### src/common/noise_gate_regs.vh
`ifndef NOISE_GATE_REGS_VH
`define NOISE_GATE_REGS_VH

// Register indices; byte address is four times the index
`define NG_IDX_CONTROL 8'h9c
`define NG_IDX_RAMP_HOLD 8'h9d
`define NG_IDX_RELEASE 8'h9e
`define NG_IDX_ENGAGE 8'h9f
`define NG_IDX_STATUS 8'ha0

// Field positions
`define NG_ENABLE_BIT 7
`define NG_MUTE_SLOPE_BIT 3
`define NG_UNMUTE_SLOPE_BIT 2
`define NG_HOLD_MSB 1
`define NG_HOLD_LSB 0
`define NG_LEVEL_MSB 2
`define NG_LEVEL_LSB 0

// Reset values
`define NG_CONTROL_RST 8'h00
`define NG_RAMP_HOLD_RST 8'h00
`define NG_RELEASE_RST 8'h00
`define NG_ENGAGE_RST 8'h00

// Hold length at code 0, in samples
`define NG_HOLD_BASE 12'h100

// Level code 0 (-102 dB) as a power of two below a 24-bit full scale
`define NG_LEVEL_BASE_SHIFT 6

// Ramp times per dB in ns, and the clock period in ns
`define NG_CLK_PERIOD_NS 50
`define NG_DOWN_NORMAL_NS 880000
`define NG_DOWN_SLOW_NS 14080000
`define NG_UP_NORMAL_NS 220000
`define NG_UP_FAST_NS 13800

`endif

### src/logic/dac_output_noise_gate.v
// Function
// Playback is muted only after the peak stays below the engage level for a full hold length.
// The hold code selects 256, 512, 1024 or 2048 samples for codes 0 to 3.
// Mute slope bit 3 picks 0.88 ms per dB when clear and 14.08 ms per dB when set.
// Unmute slope bit 2 picks 0.22 ms per dB when clear and 0.0138 ms per dB when set.
// The gate opens above the release level, coded -102 dB (000) to -60 dB (111) in 6 dB steps.
// The engage level uses the same scale and arms the gate when the signal falls below it.
// Release code 011 means -84 dB and code 100 means -78 dB, on the uniform 6 dB grid.
// The gate acts only while control bit 7 is set; otherwise data passes ungated.
// The hold counter advances per sample and restarts on any sample above the engage level.
`timescale 1ns/1ps
`default_nettype none
`include "noise_gate_regs.vh"

module dac_output_noise_gate #(
  parameter DATA_W = 24,
  parameter MUTE_DB = 96,
  parameter DOWN_NORMAL_CYC = `NG_DOWN_NORMAL_NS / `NG_CLK_PERIOD_NS,
  parameter DOWN_SLOW_CYC = `NG_DOWN_SLOW_NS / `NG_CLK_PERIOD_NS,
  parameter UP_NORMAL_CYC = `NG_UP_NORMAL_NS / `NG_CLK_PERIOD_NS,
  parameter UP_FAST_CYC = `NG_UP_FAST_NS / `NG_CLK_PERIOD_NS
) (
  input wire CLOCK_IN,
  input wire RESETN_IN,
  input wire PSEL_IN,
  input wire PENABLE_IN,
  input wire PWRITE_IN,
  input wire [11:0] PADDR_IN,
  input wire [31:0] PWDATA_IN,
  output wire [31:0] PRDATA_OUT,
  output wire PREADY_OUT,
  output wire PSLVERR_OUT,
  input wire SAMPLE_VALID_IN,
  input wire [DATA_W-1:0] LEFT_IN,
  input wire [DATA_W-1:0] RIGHT_IN,
  output wire SAMPLE_VALID_OUT,
  output wire [DATA_W-1:0] LEFT_OUT,
  output wire [DATA_W-1:0] RIGHT_OUT,
  output wire GATE_MUTED_OUT
);

  localparam CNT_W = 19;
  localparam ATT_W = 7;
  localparam [ATT_W-1:0] ATT_MUTE = MUTE_DB[ATT_W-1:0];
  localparam [CNT_W-1:0] DOWN_NORMAL = DOWN_NORMAL_CYC[CNT_W-1:0];
  localparam [CNT_W-1:0] DOWN_SLOW = DOWN_SLOW_CYC[CNT_W-1:0];
  localparam [CNT_W-1:0] UP_NORMAL = UP_NORMAL_CYC[CNT_W-1:0];
  localparam [CNT_W-1:0] UP_FAST = UP_FAST_CYC[CNT_W-1:0];
  localparam [1:0] ST_OPEN = 2'h0;
  localparam [1:0] ST_CLOSING = 2'h1;
  localparam [1:0] ST_MUTED = 2'h2;
  localparam [1:0] ST_OPENING = 2'h3;
  localparam [7:0] CTRL_RST = `NG_CONTROL_RST, RH_RST = `NG_RAMP_HOLD_RST;
  localparam [7:0] REL_RST = `NG_RELEASE_RST, ENG_RST = `NG_ENGAGE_RST;
  // Magnitude of a signed sample; the most negative code saturates
  function [DATA_W-1:0] magnitude;
    input [DATA_W-1:0] x;
    begin
      if (!x[DATA_W-1])
        magnitude = x;
      else if (x[DATA_W-2:0] == {(DATA_W-1){1'b0}})
        magnitude = {1'b0, {(DATA_W-1){1'b1}}};
      else
        magnitude = ~x + {{(DATA_W-1){1'b0}}, 1'b1};
    end
  endfunction

  // Level code to linear magnitude, one bit (about 6 dB) per code step
  function [DATA_W-1:0] level_of;
    input [2:0] code;
    begin
      level_of = {{(DATA_W-1){1'b0}}, 1'b1} << (`NG_LEVEL_BASE_SHIFT + code);
    end
  endfunction

  // Apply attenuation: whole 6 dB steps by shift, the remainder by a Q8 factor
  function [DATA_W-1:0] attenuate;
    input [DATA_W-1:0] x;
    input [ATT_W-1:0] att;
    reg [ATT_W-1:0] whole;
    reg [ATT_W-1:0] part;
    reg [8:0] fac;
    reg signed [DATA_W+9:0] prod;
    begin
      whole = att / 7'h06;
      part = att - whole * 7'h06;
      case (part)
        7'h00: fac = 9'h100;
        7'h01: fac = 9'h0e4;
        7'h02: fac = 9'h0cb;
        7'h03: fac = 9'h0b5;
        7'h04: fac = 9'h0a2;
        default: fac = 9'h090;
      endcase
      prod = $signed(x) * $signed({1'b0, fac});
      prod = prod >>> 8;
      prod = prod >>> whole;
      if (att >= ATT_MUTE)
        attenuate = {DATA_W{1'b0}};
      else
        attenuate = prod[DATA_W-1:0];
    end
  endfunction

  // Register state; only the documented fields are stored, the rest read zero
  reg gate_enable_q;
  reg mute_slope_select_q;
  reg unmute_slope_select_q;
  reg [1:0] quiet_hold_length_q;
  reg [2:0] release_level_code_q;
  reg [2:0] engage_level_code_q;
  reg pready_q;
  reg pslverr_q;
  reg [31:0] prdata_q;

  // Gate state
  reg [1:0] state_q;
  reg [11:0] hold_cnt_q;
  reg valid_q;
  reg [DATA_W-1:0] left_q;
  reg [DATA_W-1:0] right_q;
  reg muted_q;
  wire [ATT_W-1:0] att;
  wire [DATA_W-1:0] mag_l = magnitude(LEFT_IN);
  wire [DATA_W-1:0] mag_r = magnitude(RIGHT_IN);
  wire [DATA_W-1:0] peak = (mag_l > mag_r) ? mag_l : mag_r;
  wire quiet = peak < level_of(engage_level_code_q);
  wire loud = peak > level_of(release_level_code_q);
  wire [11:0] hold_len = `NG_HOLD_BASE << quiet_hold_length_q;

  // APB decode: byte address is four times the register index
  wire [9:0] word = PADDR_IN[11:2];
  wire hit_ctrl = (word == {2'b00, `NG_IDX_CONTROL});
  wire hit_ramp = (word == {2'b00, `NG_IDX_RAMP_HOLD});
  wire hit_rel = (word == {2'b00, `NG_IDX_RELEASE});
  wire hit_eng = (word == {2'b00, `NG_IDX_ENGAGE});
  wire hit_stat = (word == {2'b00, `NG_IDX_STATUS});
  wire mapped = hit_ctrl | hit_ramp | hit_rel | hit_eng | hit_stat;
  wire access = PSEL_IN && PENABLE_IN;
  wire wr_now = access && pready_q && PWRITE_IN;
  reg [31:0] rd_data;

  // Read multiplexer; status shows gate state and present attenuation
  always @* begin
    rd_data = 32'h0000_0000;
    if (hit_ctrl)
      rd_data[`NG_ENABLE_BIT] = gate_enable_q;
    if (hit_ramp) begin
      rd_data[`NG_MUTE_SLOPE_BIT] = mute_slope_select_q;
      rd_data[`NG_UNMUTE_SLOPE_BIT] = unmute_slope_select_q;
      rd_data[`NG_HOLD_MSB:`NG_HOLD_LSB] = quiet_hold_length_q;
    end
    if (hit_rel)
      rd_data[`NG_LEVEL_MSB:`NG_LEVEL_LSB] = release_level_code_q;
    if (hit_eng)
      rd_data[`NG_LEVEL_MSB:`NG_LEVEL_LSB] = engage_level_code_q;
    if (hit_stat)
      rd_data[9:0] = {1'b0, att, state_q};
  end

  // One wait state: pready rises after the first access cycle, so read data is settled
  always @(posedge CLOCK_IN) begin
    if (!RESETN_IN) begin
      pready_q <= 1'b0;
      pslverr_q <= 1'b0;
      prdata_q <= 32'h0000_0000;
    end else if (access && !pready_q) begin
      pready_q <= 1'b1;
      pslverr_q <= !mapped;
      prdata_q <= PWRITE_IN ? 32'h0000_0000 : rd_data;
    end else begin
      pready_q <= 1'b0;
      pslverr_q <= 1'b0;
      prdata_q <= 32'h0000_0000;
    end
  end

  // Writes take effect at the completing edge only; status is read-only
  always @(posedge CLOCK_IN) begin
    if (!RESETN_IN) begin
      gate_enable_q <= CTRL_RST[`NG_ENABLE_BIT];
      mute_slope_select_q <= RH_RST[`NG_MUTE_SLOPE_BIT];
      unmute_slope_select_q <= RH_RST[`NG_UNMUTE_SLOPE_BIT];
      quiet_hold_length_q <= RH_RST[`NG_HOLD_MSB:`NG_HOLD_LSB];
      release_level_code_q <= REL_RST[`NG_LEVEL_MSB:`NG_LEVEL_LSB];
      engage_level_code_q <= ENG_RST[`NG_LEVEL_MSB:`NG_LEVEL_LSB];
    end else if (wr_now) begin
      if (hit_ctrl)
        gate_enable_q <= PWDATA_IN[`NG_ENABLE_BIT];
      if (hit_ramp) begin
        mute_slope_select_q <= PWDATA_IN[`NG_MUTE_SLOPE_BIT];
        unmute_slope_select_q <= PWDATA_IN[`NG_UNMUTE_SLOPE_BIT];
        quiet_hold_length_q <= PWDATA_IN[`NG_HOLD_MSB:`NG_HOLD_LSB];
      end
      if (hit_rel)
        release_level_code_q <= PWDATA_IN[`NG_LEVEL_MSB:`NG_LEVEL_LSB];
      if (hit_eng)
        engage_level_code_q <= PWDATA_IN[`NG_LEVEL_MSB:`NG_LEVEL_LSB];
    end
  end

  // Ramp drive and slope choice
  wire ramp_down = (state_q == ST_CLOSING);
  wire ramp_up = (state_q == ST_OPENING);
  wire [CNT_W-1:0] step_cycles = ramp_down ?
    (mute_slope_select_q ? DOWN_SLOW : DOWN_NORMAL) :
    (unmute_slope_select_q ? UP_FAST : UP_NORMAL);

  gain_ramp #(
    .ATT_W(ATT_W),
    .MUTE_DB(MUTE_DB),
    .CNT_W(CNT_W)
  ) u_ramp (
    .clk_in(CLOCK_IN),
    .rstn_in(RESETN_IN),
    .clear_in(!gate_enable_q),
    .down_in(ramp_down),
    .up_in(ramp_up),
    .step_cycles_in(step_cycles),
    .att_out(att)
  );

  // Gate sequencer; a loud sample during the fall turns straight to the rise
  always @(posedge CLOCK_IN) begin
    if (!RESETN_IN || !gate_enable_q) begin
      state_q <= ST_OPEN;
      hold_cnt_q <= 12'h000;
    end else begin
      case (state_q)
        ST_OPEN: begin
          if (SAMPLE_VALID_IN) begin
            if (!quiet) begin
              hold_cnt_q <= 12'h000;
            end else if (hold_cnt_q == hold_len - 12'h001) begin
              hold_cnt_q <= 12'h000;
              state_q <= ST_CLOSING;
            end else begin
              hold_cnt_q <= hold_cnt_q + 12'h001;
            end
          end
        end
        ST_CLOSING: begin
          if (SAMPLE_VALID_IN && loud)
            state_q <= ST_OPENING;
          else if (att == ATT_MUTE)
            state_q <= ST_MUTED;
        end
        ST_MUTED: begin
          if (SAMPLE_VALID_IN && loud)
            state_q <= ST_OPENING;
        end
        ST_OPENING: begin
          if (att == {ATT_W{1'b0}})
            state_q <= ST_OPEN;
        end
        default: state_q <= ST_OPEN;
      endcase
    end
  end

  // Output samples registered one cycle behind their input strobe
  always @(posedge CLOCK_IN) begin
    if (!RESETN_IN) begin
      valid_q <= 1'b0;
      left_q <= {DATA_W{1'b0}};
      right_q <= {DATA_W{1'b0}};
      muted_q <= 1'b0;
    end else begin
      valid_q <= SAMPLE_VALID_IN;
      muted_q <= (state_q == ST_MUTED);
      if (SAMPLE_VALID_IN) begin
        left_q <= attenuate(LEFT_IN, att);
        right_q <= attenuate(RIGHT_IN, att);
      end
    end
  end

  assign PRDATA_OUT = prdata_q;
  assign PREADY_OUT = pready_q;
  assign PSLVERR_OUT = pslverr_q;
  assign SAMPLE_VALID_OUT = valid_q;
  assign LEFT_OUT = left_q;
  assign RIGHT_OUT = right_q;
  assign GATE_MUTED_OUT = muted_q;

endmodule // dac_output_noise_gate

`default_nettype wire

### src/logic/gain_ramp.v
`timescale 1ns/1ps
`default_nettype none

// Attenuation counter in 1 dB steps, one step per step_cycles_in clocks
module gain_ramp #(
  parameter ATT_W = 7,
  parameter MUTE_DB = 96,
  parameter CNT_W = 19
) (
  input wire clk_in,
  input wire rstn_in,
  input wire clear_in,
  input wire down_in,
  input wire up_in,
  input wire [CNT_W-1:0] step_cycles_in,
  output wire [ATT_W-1:0] att_out
);

  localparam [ATT_W-1:0] ATT_MAX = MUTE_DB[ATT_W-1:0];
  localparam [ATT_W-1:0] ATT_ONE = {{(ATT_W-1){1'b0}}, 1'b1};
  localparam [CNT_W-1:0] CNT_ONE = {{(CNT_W-1){1'b0}}, 1'b1};

  reg [CNT_W-1:0] cnt_q;
  reg [ATT_W-1:0] att_q;
  wire step = (cnt_q >= step_cycles_in - CNT_ONE);

  // Timer restarts whenever no ramp runs, so each ramp except a rise turned straight from the fall begins on a full step
  always @(posedge clk_in) begin
    if (!rstn_in || clear_in) begin
      cnt_q <= {CNT_W{1'b0}};
      att_q <= {ATT_W{1'b0}};
    end else if (down_in || up_in) begin
      if (step) begin
        cnt_q <= {CNT_W{1'b0}};
        if (down_in && att_q < ATT_MAX)
          att_q <= att_q + ATT_ONE;
        else if (up_in && !down_in && att_q != {ATT_W{1'b0}})
          att_q <= att_q - ATT_ONE;
      end else begin
        cnt_q <= cnt_q + CNT_ONE;
      end
    end else begin
      cnt_q <= {CNT_W{1'b0}};
    end
  end

  assign att_out = att_q;

endmodule // gain_ramp

`default_nettype wire

### config.mk
export PLATFORM = sky130hd
export DESIGN_NAME = dac_output_noise_gate
export DESIGN_NICKNAME = d
export VERILOG_FILES = /design/src/logic/dac_output_noise_gate.v /design/src/logic/gain_ramp.v
export VERILOG_INCLUDE_DIRS = /design/src /design/src/common
export SDC_FILE = /design/constraint.sdc
export NUM_CORES = 1
export LEC_CHECK = 0
export BUFFER_PORTS_ARGS = -buffer_cell sky130_fd_sc_hd__clkbuf_2
export CORE_MARGIN = 2
export CORE_UTILIZATION = 30
export CTS_BUF_LIST = sky130_fd_sc_hd__clkbuf_8
export DETAILED_ROUTE_END_ITERATION = 12
export GPL_TIMING_DRIVEN = 0
export MAX_ROUTING_LAYER = met4
export PLACE_DENSITY_LB_ADDON = 0.15
export SETUP_SLACK_MARGIN = 0.3
export SLEW_MARGIN = 20
export SYNTH_ARGS = -nofsm -noshare
export SYNTH_HDL_FRONTEND = slang
export SYNTH_SLANG_ARGS = --single-unit
### constraint.sdc
create_clock -name CLOCK_IN -period 11.2 [get_ports CLOCK_IN]
set_clock_uncertainty 0.05 [all_clocks]
set_input_delay 2.24 -clock CLOCK_IN [delete_from_list [all_inputs] [get_ports CLOCK_IN]]
set_output_delay 2.24 -clock CLOCK_IN [all_outputs]
set_load 0.1 [all_outputs]
==> results of run 1 <==
state kept, by name (all words and copies together) (netlist names):
name and cells:
hold_cnt_q 12, LEFT_OUT 24, RIGHT_OUT 24, GATE_MUTED_OUT 1
mute_slope_select_q 1, u_ramp.cnt_q 19, state_q 2, release_level_code_q 3
unmute_slope_select_q 1, SAMPLE_VALID_OUT 1, engage_level_code_q 3, gate_enable_q 1
PRDATA_OUT 9, PSLVERR_OUT 1, u_ramp.att_out 7, PREADY_OUT 1
quiet_hold_length_q 2
critical path, delay by kind of cell, from the launching register on:
family / cells / cell delay (ns)
adder cells (fa/ha/maj): 9 / 3.77
AND/OR/NAND/NOR: 12 / 2.25
buffers and inverters: 18 / 2.13
AO/OA/AOI/OAI: 9 / 1.57
XOR/XNOR: 3 / 0.50
flip-flops: 1 / 0.35
multiplexers: 1 / 0.16
power by group through the flow:
stage,combinational (mW),sequential (mW),clock (mW)
after global routing,0.701,0.416,0.298
after floorplan,0.322,0.495,0
after detailed placement,0.564,0.424,0
final,0.647,0.414,0.275
after global placement,0.564,0.424,0
after CTS,0.594,0.415,0.288
kinds of logic (layout without fill, tap and decap cells):
logic type,count (synthesis),count (layout),synth area share (%)
AOI/OAI and AO/OA,647,647,15.8
xor gates and xnor gates,108,108,3.49
adders and majority gates,596,596,37.4
buffers and inverters,671,1026,9.61
DFF,112,112,8.27
muxes,84,84,3.18
other,2,26,0.0277
and+or+nand+nor,1251,1251,22.3
per-stage QoR:
stage	instance area [µm²]	util (%)	cells
final	34800	38.8	5026
after global routing	34800	38.8	5026
after CTS	32100	35.7	4928
after detailed placement	29400	32.7	4792
after global placement	29300	32.7	4791
after floorplan	27300	-	3494
placed cells by master, fill, tap and decap left out, drive strengths merged, types with 18 or more instances in the layout:
cell type / Yosys / final
nand2: 455 / 455
inv: 446 / 449
fa: 357 / 357
clkbuf: 192 / 290
buf: 31 / 282
ha: 238 / 238
nor2: 236 / 236
and2: 165 / 165
o21ai: 148 / 148
a21oi: 146 / 146
dfxtp: 112 / 112
nor2b: 87 / 87
nand3: 77 / 77
xnor2: 75 / 75
a21o: 72 / 72
mux2i: 70 / 70
nor3: 49 / 49
nand4: 46 / 46
xor2: 33 / 33
a211oi: 33 / 33
nor4: 28 / 28
o211ai: 27 / 27
a31oi: 26 / 26
conb: 2 / 25
o21a: 21 / 21
or4: 20 / 20
and3: 18 / 18
metal layers:
metal,vias up,track usage [%],wire (µm)
met5,-,-,0
met4,0,4.13,2180
met3,145,2.03,5110
met2,739,39.7,52100
met1,13005,29.9,46100
li1,12249,-,-
worst min-delay path by stage:
stage,startpoint,to,cells past startpoint
2_1_floorplan,hold_cnt_q[11],hold_cnt_q[11],2
3_3_place_gp,LEFT_OUT[11],LEFT_OUT[11],2
3_5_place_dp,LEFT_OUT[11],LEFT_OUT[11],2
4_1_cts,hold_cnt_q[11],hold_cnt_q[11],2
5_1_grt,hold_cnt_q[11],hold_cnt_q[11],2
6_report,hold_cnt_q[11],hold_cnt_q[11],2
what timing repair did:
item | CTS | global route
pin swaps | 125 | 234
gates resized for setup | 391 | 488
setup buffers | 118 | 97
endpoints found under the setup margin | 48 | 59
cloned | 2 | 0
cell type report:
class                      count  area (µm²)  share of cell area (%)
timing repair buffer         339        2490                    7.17
inverter                     448        1690                    4.85
buffer                       223        1660                    4.77
clock inverter                 6        72.6                   0.209
sequential                   112        2250                    6.48
multi-input combinational   2711       25000                    71.9
antenna                        1        2.50                 0.00720
clock buffer                  10         138                   0.396
tap                         1176        1470                    4.23
==> impl_metrics.py, run 1 <==
metrics = {
    "status": {
        "status": "complete, no violations",
    },
    "worst_setup_path": {
        "slowest_stage": "fa_2",
        "crit_path_start": "u_ramp.att_out[6]",
        "worstSetupEndpointType": "register",
        "worstPathMaxFanout": 8,
        "cp.required_ns": 11.47,
        "critPathMaxStageDelay_ns": 0.61,
        "crit_end": "LEFT_OUT[8]",
        "setup.worst_path.start_class": "register",
        "timing.rr.start": "u_ramp.att_out[6]",
        "critPathArrivalTime_ns": 11.23,
        "r2r_end": "LEFT_OUT[8]",
        "crit_type": "register to register",
        "worstRegToRegCells": 52,
        "worst-r2r-setup-slack_ns": 0.24,
    },
    "power_and_ir_drop": {
        "seqPwrFrac_pct": 31.0,
        "finalPower_mw": 1.34,
        "p_per_area_nw_per_um2": 38.4,
        "switchingPower_uw": 601,
        "power_leakage_nw": 16.4,
        "pwr-share-clk_pct": 20.6,
        "pwr-share-comb_pct": 48.4,
        "p_int_uw": 735,
        "p_sw_share_pct": 45.0,
        "vdd_drop_max_mv": 0.0541,
    },
    "routing": {
        "via_per_inst": 5.20,
        "wl_um": 105000,
        "ant_nets": 0,
        "vias": 26138,
        "wire_per_inst_um": 21.0,
        "drc": 0,
        "firstDrtPassIters": 6,
        "drt_iter0_drc": 1848,
    },
    "floorplanning": {
        "die-height_um": 305,
        "dieArea_um2": 92800,
        "pin_count": 182,
        "core-area_um2": 89700,
        "die_w_um": 305,
        "rows": 110,
        "start_util_pct": 30.2,
    },
    "timing": {
        "maxSlewHeadroom_pct": 24.4,
        "max_freq_mhz": 91.3,
        "timing.hold.ws_ns": 0.425,
        "hold_viol_final": 0,
        "worst_pin_slew_ns": 1.13,
        "rsz0062_at_grt": "true",
        "setup_ws_ns": 0.241,
        "finalCritPeriodShare_pct": 97.8,
        "finalCriticalPeriod_ns": 10.96,
        "finalSetupViolCount": 0,
        "slew_viol_final": 0,
        "tns_ns": 0,
    },
    "clock_tree": {
        "cts.sinks": 112,
        "clk_path_buf_depth": 2,
        "hold_buffers": 0,
        "clock_latency_ns": 0.44,
        "cts_max_level": 3,
        "clk_pin_slew_ns": 0.12,
        "cts_tree": "built",
        "numCtsBuffers": 9,
        "clockRootBuffer": "clkbuf_8",
    },
    "synthesis": {
        "syn_area_um2": 27100,
        "synth.distinct_cells": 83,
        "synth_most_common_cell": "nand2_1",
        "synthFlopType": "dfxtp_1",
        "synth_cells": 3471,
        "synth_edf_count": 0,
        "synth_area_leaders": "fa_1, ha_1, dfxtp_1",
        "ys_seq_elements": 112,
        "synthArstFlopShare_pct": 0,
        "yosysSeqAreaShare_pct": 8.27,
        "synth_commonest_cells": "nand2_1, inv_1, fa_1",
        "yosysTopAreaCell": "fa_1",
        "ys_warn_count": 0,
        "syn_area_per_cell_um2": 7.81,
        "synth_top_area_share_pct": 26.4,
    },
    "global_routing": {
        "grt_usage_pct": 23.1,
        "grt_overflow": 0,
        "grt_pass1_wl_um": 161000,
        "grt_max_degree": 20,
        "grt_antenna_before_repair": 2,
        "grt_pass1_vias": 26637,
    },
    "finish": {
        "drive_above_1_share_pct": 23.4,
        "nFillCells": 9378,
        "final_nets": 4537,
        "areaGrowthSynthToFinish_pct": 28.3,
    },
    "place": {
        "dp_slack_ns": -3.91,
        "port_buffers": 121,
        "dp_hpwl_um": 83200,
        "gp_congestion": 0.934,
    },
    "hold_path": {
        "worstHoldPathType": "register to register",
    },
    "run": {
        "max-cap-violations": 0,
    },
}
(Power assumes the default switching activity.)
==> run 2: changes to the inputs <==
==> constraint.sdc (replaced) <==
create_clock -name CLOCK_IN -period 11.9 [get_ports CLOCK_IN]
set_clock_uncertainty 0.05 [all_clocks]
set_input_delay 2.38 -clock CLOCK_IN [delete_from_list [all_inputs] [get_ports CLOCK_IN]]
set_output_delay 2.38 -clock CLOCK_IN [all_outputs]
set_load 0.1 [all_outputs]
==> run 2 against run 1 <==
Sequential share of layout area grew 0.66 points. Setup slack better by 0.44 ns. First-iteration DRC count is 9.8% lower. Die area stayed put. Final area shrank 9.2%. Routed wire length down 3.3%. Critical path depth unchanged. Non-clock buffer count decreased by 139. Combinational power decreased by 14%. Clock power is 11% lower. Total power fell by 11%. Critical path type unchanged. Largest cell class unchanged. Highest routed layer unchanged.
==> impl_metrics.py, run 2 (synthesized netlist as in run 1, its figures left out) <==
metrics = {
    "routing": {
        "highest_layer": "met4",
        "drt_iter0_drc": 1666,
        "m1WireLength_um": 44700,
        "firstDrtPassIters": 5,
        "met3_length_um": 5290,
        "ant_nets": 0,
        "via_per_inst": 5.20,
        "wl_um": 102000,
        "drc": 0,
        "wl_met2_um": 49200,
        "wire_per_inst_um": 20.9,
        "vias": 25403,
    },
    "place": {
        "port_buffers": 121,
        "dp_cells": 4792,
        "dp_hpwl_um": 83700,
        "gp_congestion": 0.911,
    },
    "finish": {
        "final_cell_mix": "nand2_1, inv_1, fa_1, ha_1, nor2_1",
        "drive_above_1_share_pct": 13.7,
        "final_common_cell": "nand2_1",
        "nFillCells": 9671,
        "final_nets": 4398,
        "utilization_pct": 35.2,
        "fin_cells": 4886,
        "antenna_cells": 0,
        "areaGrowthSynthToFinish_pct": 16.5,
    },
    "worst_setup_path": {
        "crit_end": "RIGHT_OUT[15]",
        "worstPathMaxFanout": 11,
        "crit_path_frequent_cell": "fa_1",
        "timing.rr.start": "u_ramp.att_out[6]",
        "setup.worst_path.start_class": "register",
        "slowest_stage": "fa_1",
        "worstSetupEndpointType": "register",
        "crit_type": "register to register",
        "crit_path_start": "u_ramp.att_out[6]",
        "worst-r2r-setup-slack_ns": 0.68,
        "critPathMaxStageDelay_ns": 0.59,
        "cp.required_ns": 12.20,
        "critPathArrivalTime_ns": 11.52,
        "r2r_end": "RIGHT_OUT[15]",
        "worstRegToRegCells": 52,
    },
    "floorplanning": {
        "pin_count": 182,
        "core-area_um2": 89700,
        "start_util_pct": 30.2,
        "dieArea_um2": 92800,
        "die_w_um": 305,
        "rows": 110,
        "die-height_um": 305,
    },
    "timing": {
        "finalCriticalPeriod_ns": 11.22,
        "hold_viol_final": 0,
        "worst_pin_slew_ns": 0.939,
        "max_freq_mhz": 89.1,
        "maxSlewHeadroom_pct": 36.7,
        "rsz0062_at_grt": "true",
        "finalSetupViolCount": 0,
        "finalCritPeriodShare_pct": 94.3,
        "slew_viol_final": 0,
    },
    "hold_path": {
        "worstHoldPathType": "register to register",
    },
    "global_routing": {
        "grt_antenna_before_repair": 2,
        "grt_usage_pct": 22.6,
        "grt_max_degree": 19,
        "grt_pass1_wl_um": 157000,
        "grt_overflow": 0,
        "grt_pass1_vias": 26101,
    },
    "run": {
        "max-cap-violations": 0,
    },
    "clock_tree": {
        "clk_path_buf_depth": 2,
        "clock_latency_ns": 0.43,
        "numCtsBuffers": 9,
        "clockRootBuffer": "clkbuf_8",
        "clk_pin_slew_ns": 0.12,
        "cts.sinks": 112,
        "cts_tree": "built",
        "hold_buffers": 0,
        "cts_max_level": 3,
    },
    "power_and_ir_drop": {
        "power_leakage_nw": 15.2,
        "p_per_area_nw_per_um2": 37.8,
        "vdd_drop_max_mv": 0.0468,
    },
    "status": {
        "status": "complete, no violations",
    },
}
[run 2: how the worst min path moves through the flow]
| stage | from | endpoint | slack (ns) | depth (start not counted) |
|---|---|---|---|---|
| 6_report | hold_cnt_q[11] | hold_cnt_q[11] | 0.43 | 2 |
| 5_1_grt | hold_cnt_q[11] | hold_cnt_q[11] | 0.46 | 2 |
| 4_1_cts | hold_cnt_q[11] | hold_cnt_q[11] | 0.43 | 2 |
| 3_5_place_dp | LEFT_OUT[11] | LEFT_OUT[11] | 0.41 | 2 |
| 3_3_place_gp | hold_cnt_q[11] | hold_cnt_q[11] | 0.41 | 2 |
| 2_1_floorplan | hold_cnt_q[11] | hold_cnt_q[11] | 0.39 | 2 |
[run 2: final cells by class]
type / instances / area [µm²] / share of cell area (%)
Clock buffer: 9 / 124 / 0.392
Multi-Input combinational cell: 2711 / 23300 / 73.8
Clock inverter: 7 / 71.3 / 0.226
Inverter: 448 / 1680 / 5.33
Buffer: 223 / 1390 / 4.39
Timing Repair Buffer: 200 / 1280 / 4.07
Tap cell: 1176 / 1470 / 4.66
Sequential cell: 112 / 2250 / 7.14
[run 2: per-layer routing]
layer,GRT usage [%],up-vias
met5,-,-
met4,6.01,0
met3,3.03,134
met2,38.1,680
met1,28.5,12613
li1,-,11976
[run 2: stage by stage]
stage | worst slack [ns] | setup TNS [ns] | hold WS [ns] | total power, mW | cell area, µm²
2_1_floorplan | 0.336 | 0 | 0.391 | 0.769 | 27200
3_3_place_gp | -4.99 | -191.98 | 0.409 | 0.934 | 29300
3_5_place_dp | -4.41 | -180.79 | 0.411 | 0.933 | 29300
4_1_cts | 0.302 | 0 | 0.432 | 1.19 | 30800
5_1_grt | 0.199 | 0 | 0.462 | 1.27 | 31600
6_report | 0.679 | 0 | 0.429 | 1.19 | 31600
[run 2: power by group]
group / total (mW) / switching [mW] / internal, mW
logic: 0.558 / 0.389 / 0.170
registers: 0.391 / 0.00679 / 0.384
clock network: 0.245 / 0.148 / 0.0973
[run 2: timing repair]
item	4_1_cts	5_1_grt
endpoints found under the setup margin	48	48
setup buffers	46	31
pin swaps	29	41
resized for setup	248	172
cloned	0	1
[run 2: critical path, delay by kind of cell, from the launching register on]
kind            cells  cell delay, ns
simple gates        9            1.09
mux                 3            0.76
buf+inv            15            2.02
compound gates     13            2.33
fa+ha+maj           9            3.83
xor+xnor            3            0.69
flops               1            0.34
==> run 3: changes to the inputs <==
--- a/config.mk
+++ b/config.mk
@@ -9,7 +9,6 @@
 export BUFFER_PORTS_ARGS = -buffer_cell sky130_fd_sc_hd__clkbuf_2
 export CORE_MARGIN = 2
 export CORE_UTILIZATION = 30
-export CTS_BUF_LIST = sky130_fd_sc_hd__clkbuf_8
 export DETAILED_ROUTE_END_ITERATION = 12
 export GPL_TIMING_DRIVEN = 0
 export MAX_ROUTING_LAYER = met4
==> run 3 against run 2 <==
Core utilization grew 0.38 points. First-iteration DRC count rose by 3.5%. Critical path depth increased by 1. Critical endpoint is now LEFT_OUT[12]. Largest power group unchanged.
==> impl_metrics.py, run 3 (synthesized netlist as in run 1, its figures left out) <==
metrics = {
    "run": {
        "max-cap-violations": 0,
    },
    "routing": {
        "drc": 0,
        "wl_um": 102000,
        "wire_per_inst_um": 20.9,
        "via_per_inst": 5.19,
        "ant_nets": 0,
        "drt_iter0_drc": 1724,
        "firstDrtPassIters": 5,
        "vias": 25381,
    },
    "finish": {
        "stdcell_area_um2": 31900,
        "nFillCells": 9665,
        "final_nets": 4406,
        "areaGrowthSynthToFinish_pct": 17.7,
        "fin_cells": 4894,
        "final_cell_mix": "nand2_1, inv_1, fa_1, ha_1, nor2_1",
        "utilization_pct": 35.6,
        "final_common_cell": "nand2_1",
        "drive_above_1_share_pct": 14.4,
        "antenna_cells": 0,
    },
    "place": {
        "dp_cells": 4792,
        "dp_slack_ns": -4.41,
        "dp_hpwl_um": 83700,
        "placed_cell_area_um2": 29300,
        "gp_congestion": 0.911,
        "port_buffers": 121,
    },
    "global_routing": {
        "grt_pass1_vias": 26071,
        "grt_pass1_wl_um": 157000,
        "grt_max_degree": 19,
        "grt_overflow": 0,
        "grt_usage_pct": 22.6,
        "grt_antenna_before_repair": 2,
    },
    "floorplanning": {
        "start_util_pct": 30.2,
        "dieArea_um2": 92800,
        "rows": 110,
        "pin_count": 182,
        "die_w_um": 305,
        "die-height_um": 305,
        "core-area_um2": 89700,
    },
    "power_and_ir_drop": {
        "power_leakage_nw": 15.2,
        "p_per_area_nw_per_um2": 39.9,
        "vdd_drop_max_mv": 0.0501,
    },
    "hold_path": {
        "worstHoldPathType": "register to register",
    },
    "worst_setup_path": {
        "cp.required_ns": 12.18,
        "critPathArrivalTime_ns": 11.55,
        "crit_path_frequent_cell": "fa_1",
        "critPathMaxStageDelay_ns": 0.58,
        "crit_type": "register to register",
        "worstSetupEndpointType": "register",
        "slowest_stage": "fa_1",
        "worstPathMaxFanout": 11,
        "setup.worst_path.start_class": "register",
    },
    "timing": {
        "hold_viol_final": 0,
        "maxSlewHeadroom_pct": 30.9,
        "finalCriticalPeriod_ns": 11.27,
        "finalCritPeriodShare_pct": 94.7,
        "tns_ns": 0,
        "finalSetupViolCount": 0,
        "max_freq_mhz": 88.7,
        "setup_ws_ns": 0.632,
        "worst_pin_slew_ns": 1.03,
        "slew_viol_final": 0,
        "rsz0062_at_grt": "false",
    },
    "clock_tree": {
        "clock_latency_ns": 0.38,
        "clk_pin_slew_ns": 0.08,
        "cts.sinks": 112,
        "numCtsBuffers": 9,
        "clk_path_buf_depth": 2,
        "clockRootBuffer": "clkbuf_16",
        "cts_tree": "built",
        "cts_max_level": 3,
    },
    "status": {
        "status": "complete, no violations",
    },
}
-- run 3: timing repair --
item,in CTS,in global routing
setup buffers,47,36
endpoints found under the hold margin,0,0
setup endpoints to repair,48,48
gates cloned,1,2
pin swaps,31,77
hold buffers,0,0
gates resized for setup,258,200
-- run 3: worst paths after layout --
check / from / cells after the start / slack, ns / end
hold / removal: hold_cnt_q[11] / 2 / 0.42 / hold_cnt_q[11]
hold reg to reg: hold_cnt_q[11] / 2 / 0.42 / hold_cnt_q[11]
setup reg to reg: u_ramp.att_out[6] / 53 / 0.63 / LEFT_OUT[12]
setup / recovery: u_ramp.att_out[6] / 53 / 0.63 / LEFT_OUT[12]
-- run 3: critical path, delay by kind of cell, from the launching register on --
| kind | cells | cell delay [ns] |
|---|---|---|
| compound gates | 14 | 2.97 |
| simple gates | 11 | 1.45 |
| xor+xnor | 3 | 0.45 |
| buf+inv | 16 | 2.12 |
| flops | 1 | 0.33 |
| fa+ha+maj | 9 | 3.79 |
-- run 3: area by class of cell --
class	instances	area [µm²]	share of cell area [%]
sequential	112	2260	7.07
clock buffer	10	229	0.718
timing repair buffer	208	1370	4.29
clock inverter	6	67.6	0.212
multi-input combinational	2711	23400	73.4
tap	1176	1470	4.61
inverter	448	1680	5.27
buffer	223	1420	4.45
-- run 3: power breakdown --
group | switching (mW) | internal (mW)
logic | 0.391 | 0.173
clock network | 0.156 | 0.164
registers | 0.00675 | 0.383
total | 0.554 | 0.721
-- run 3: per-layer routing --
layer	track usage [%]	wire length, µm	share of wire, %	vias up
met1	28.5	44900	44	12594
met4	5.89	2820	2.7	0
li1	-	-	-	12006
met3	3.13	5400	5.3	137
met5	-	0	0	-
met2	38.1	49300	48	644
-- run 3: stage by stage --
step                      power, mW  hold WS, ns
after floorplan               0.769        0.391
after global placement        0.934        0.409
after detailed placement      0.933        0.411
after CTS                      1.27        0.426
after global routing           1.35        0.452
final                          1.27        0.425
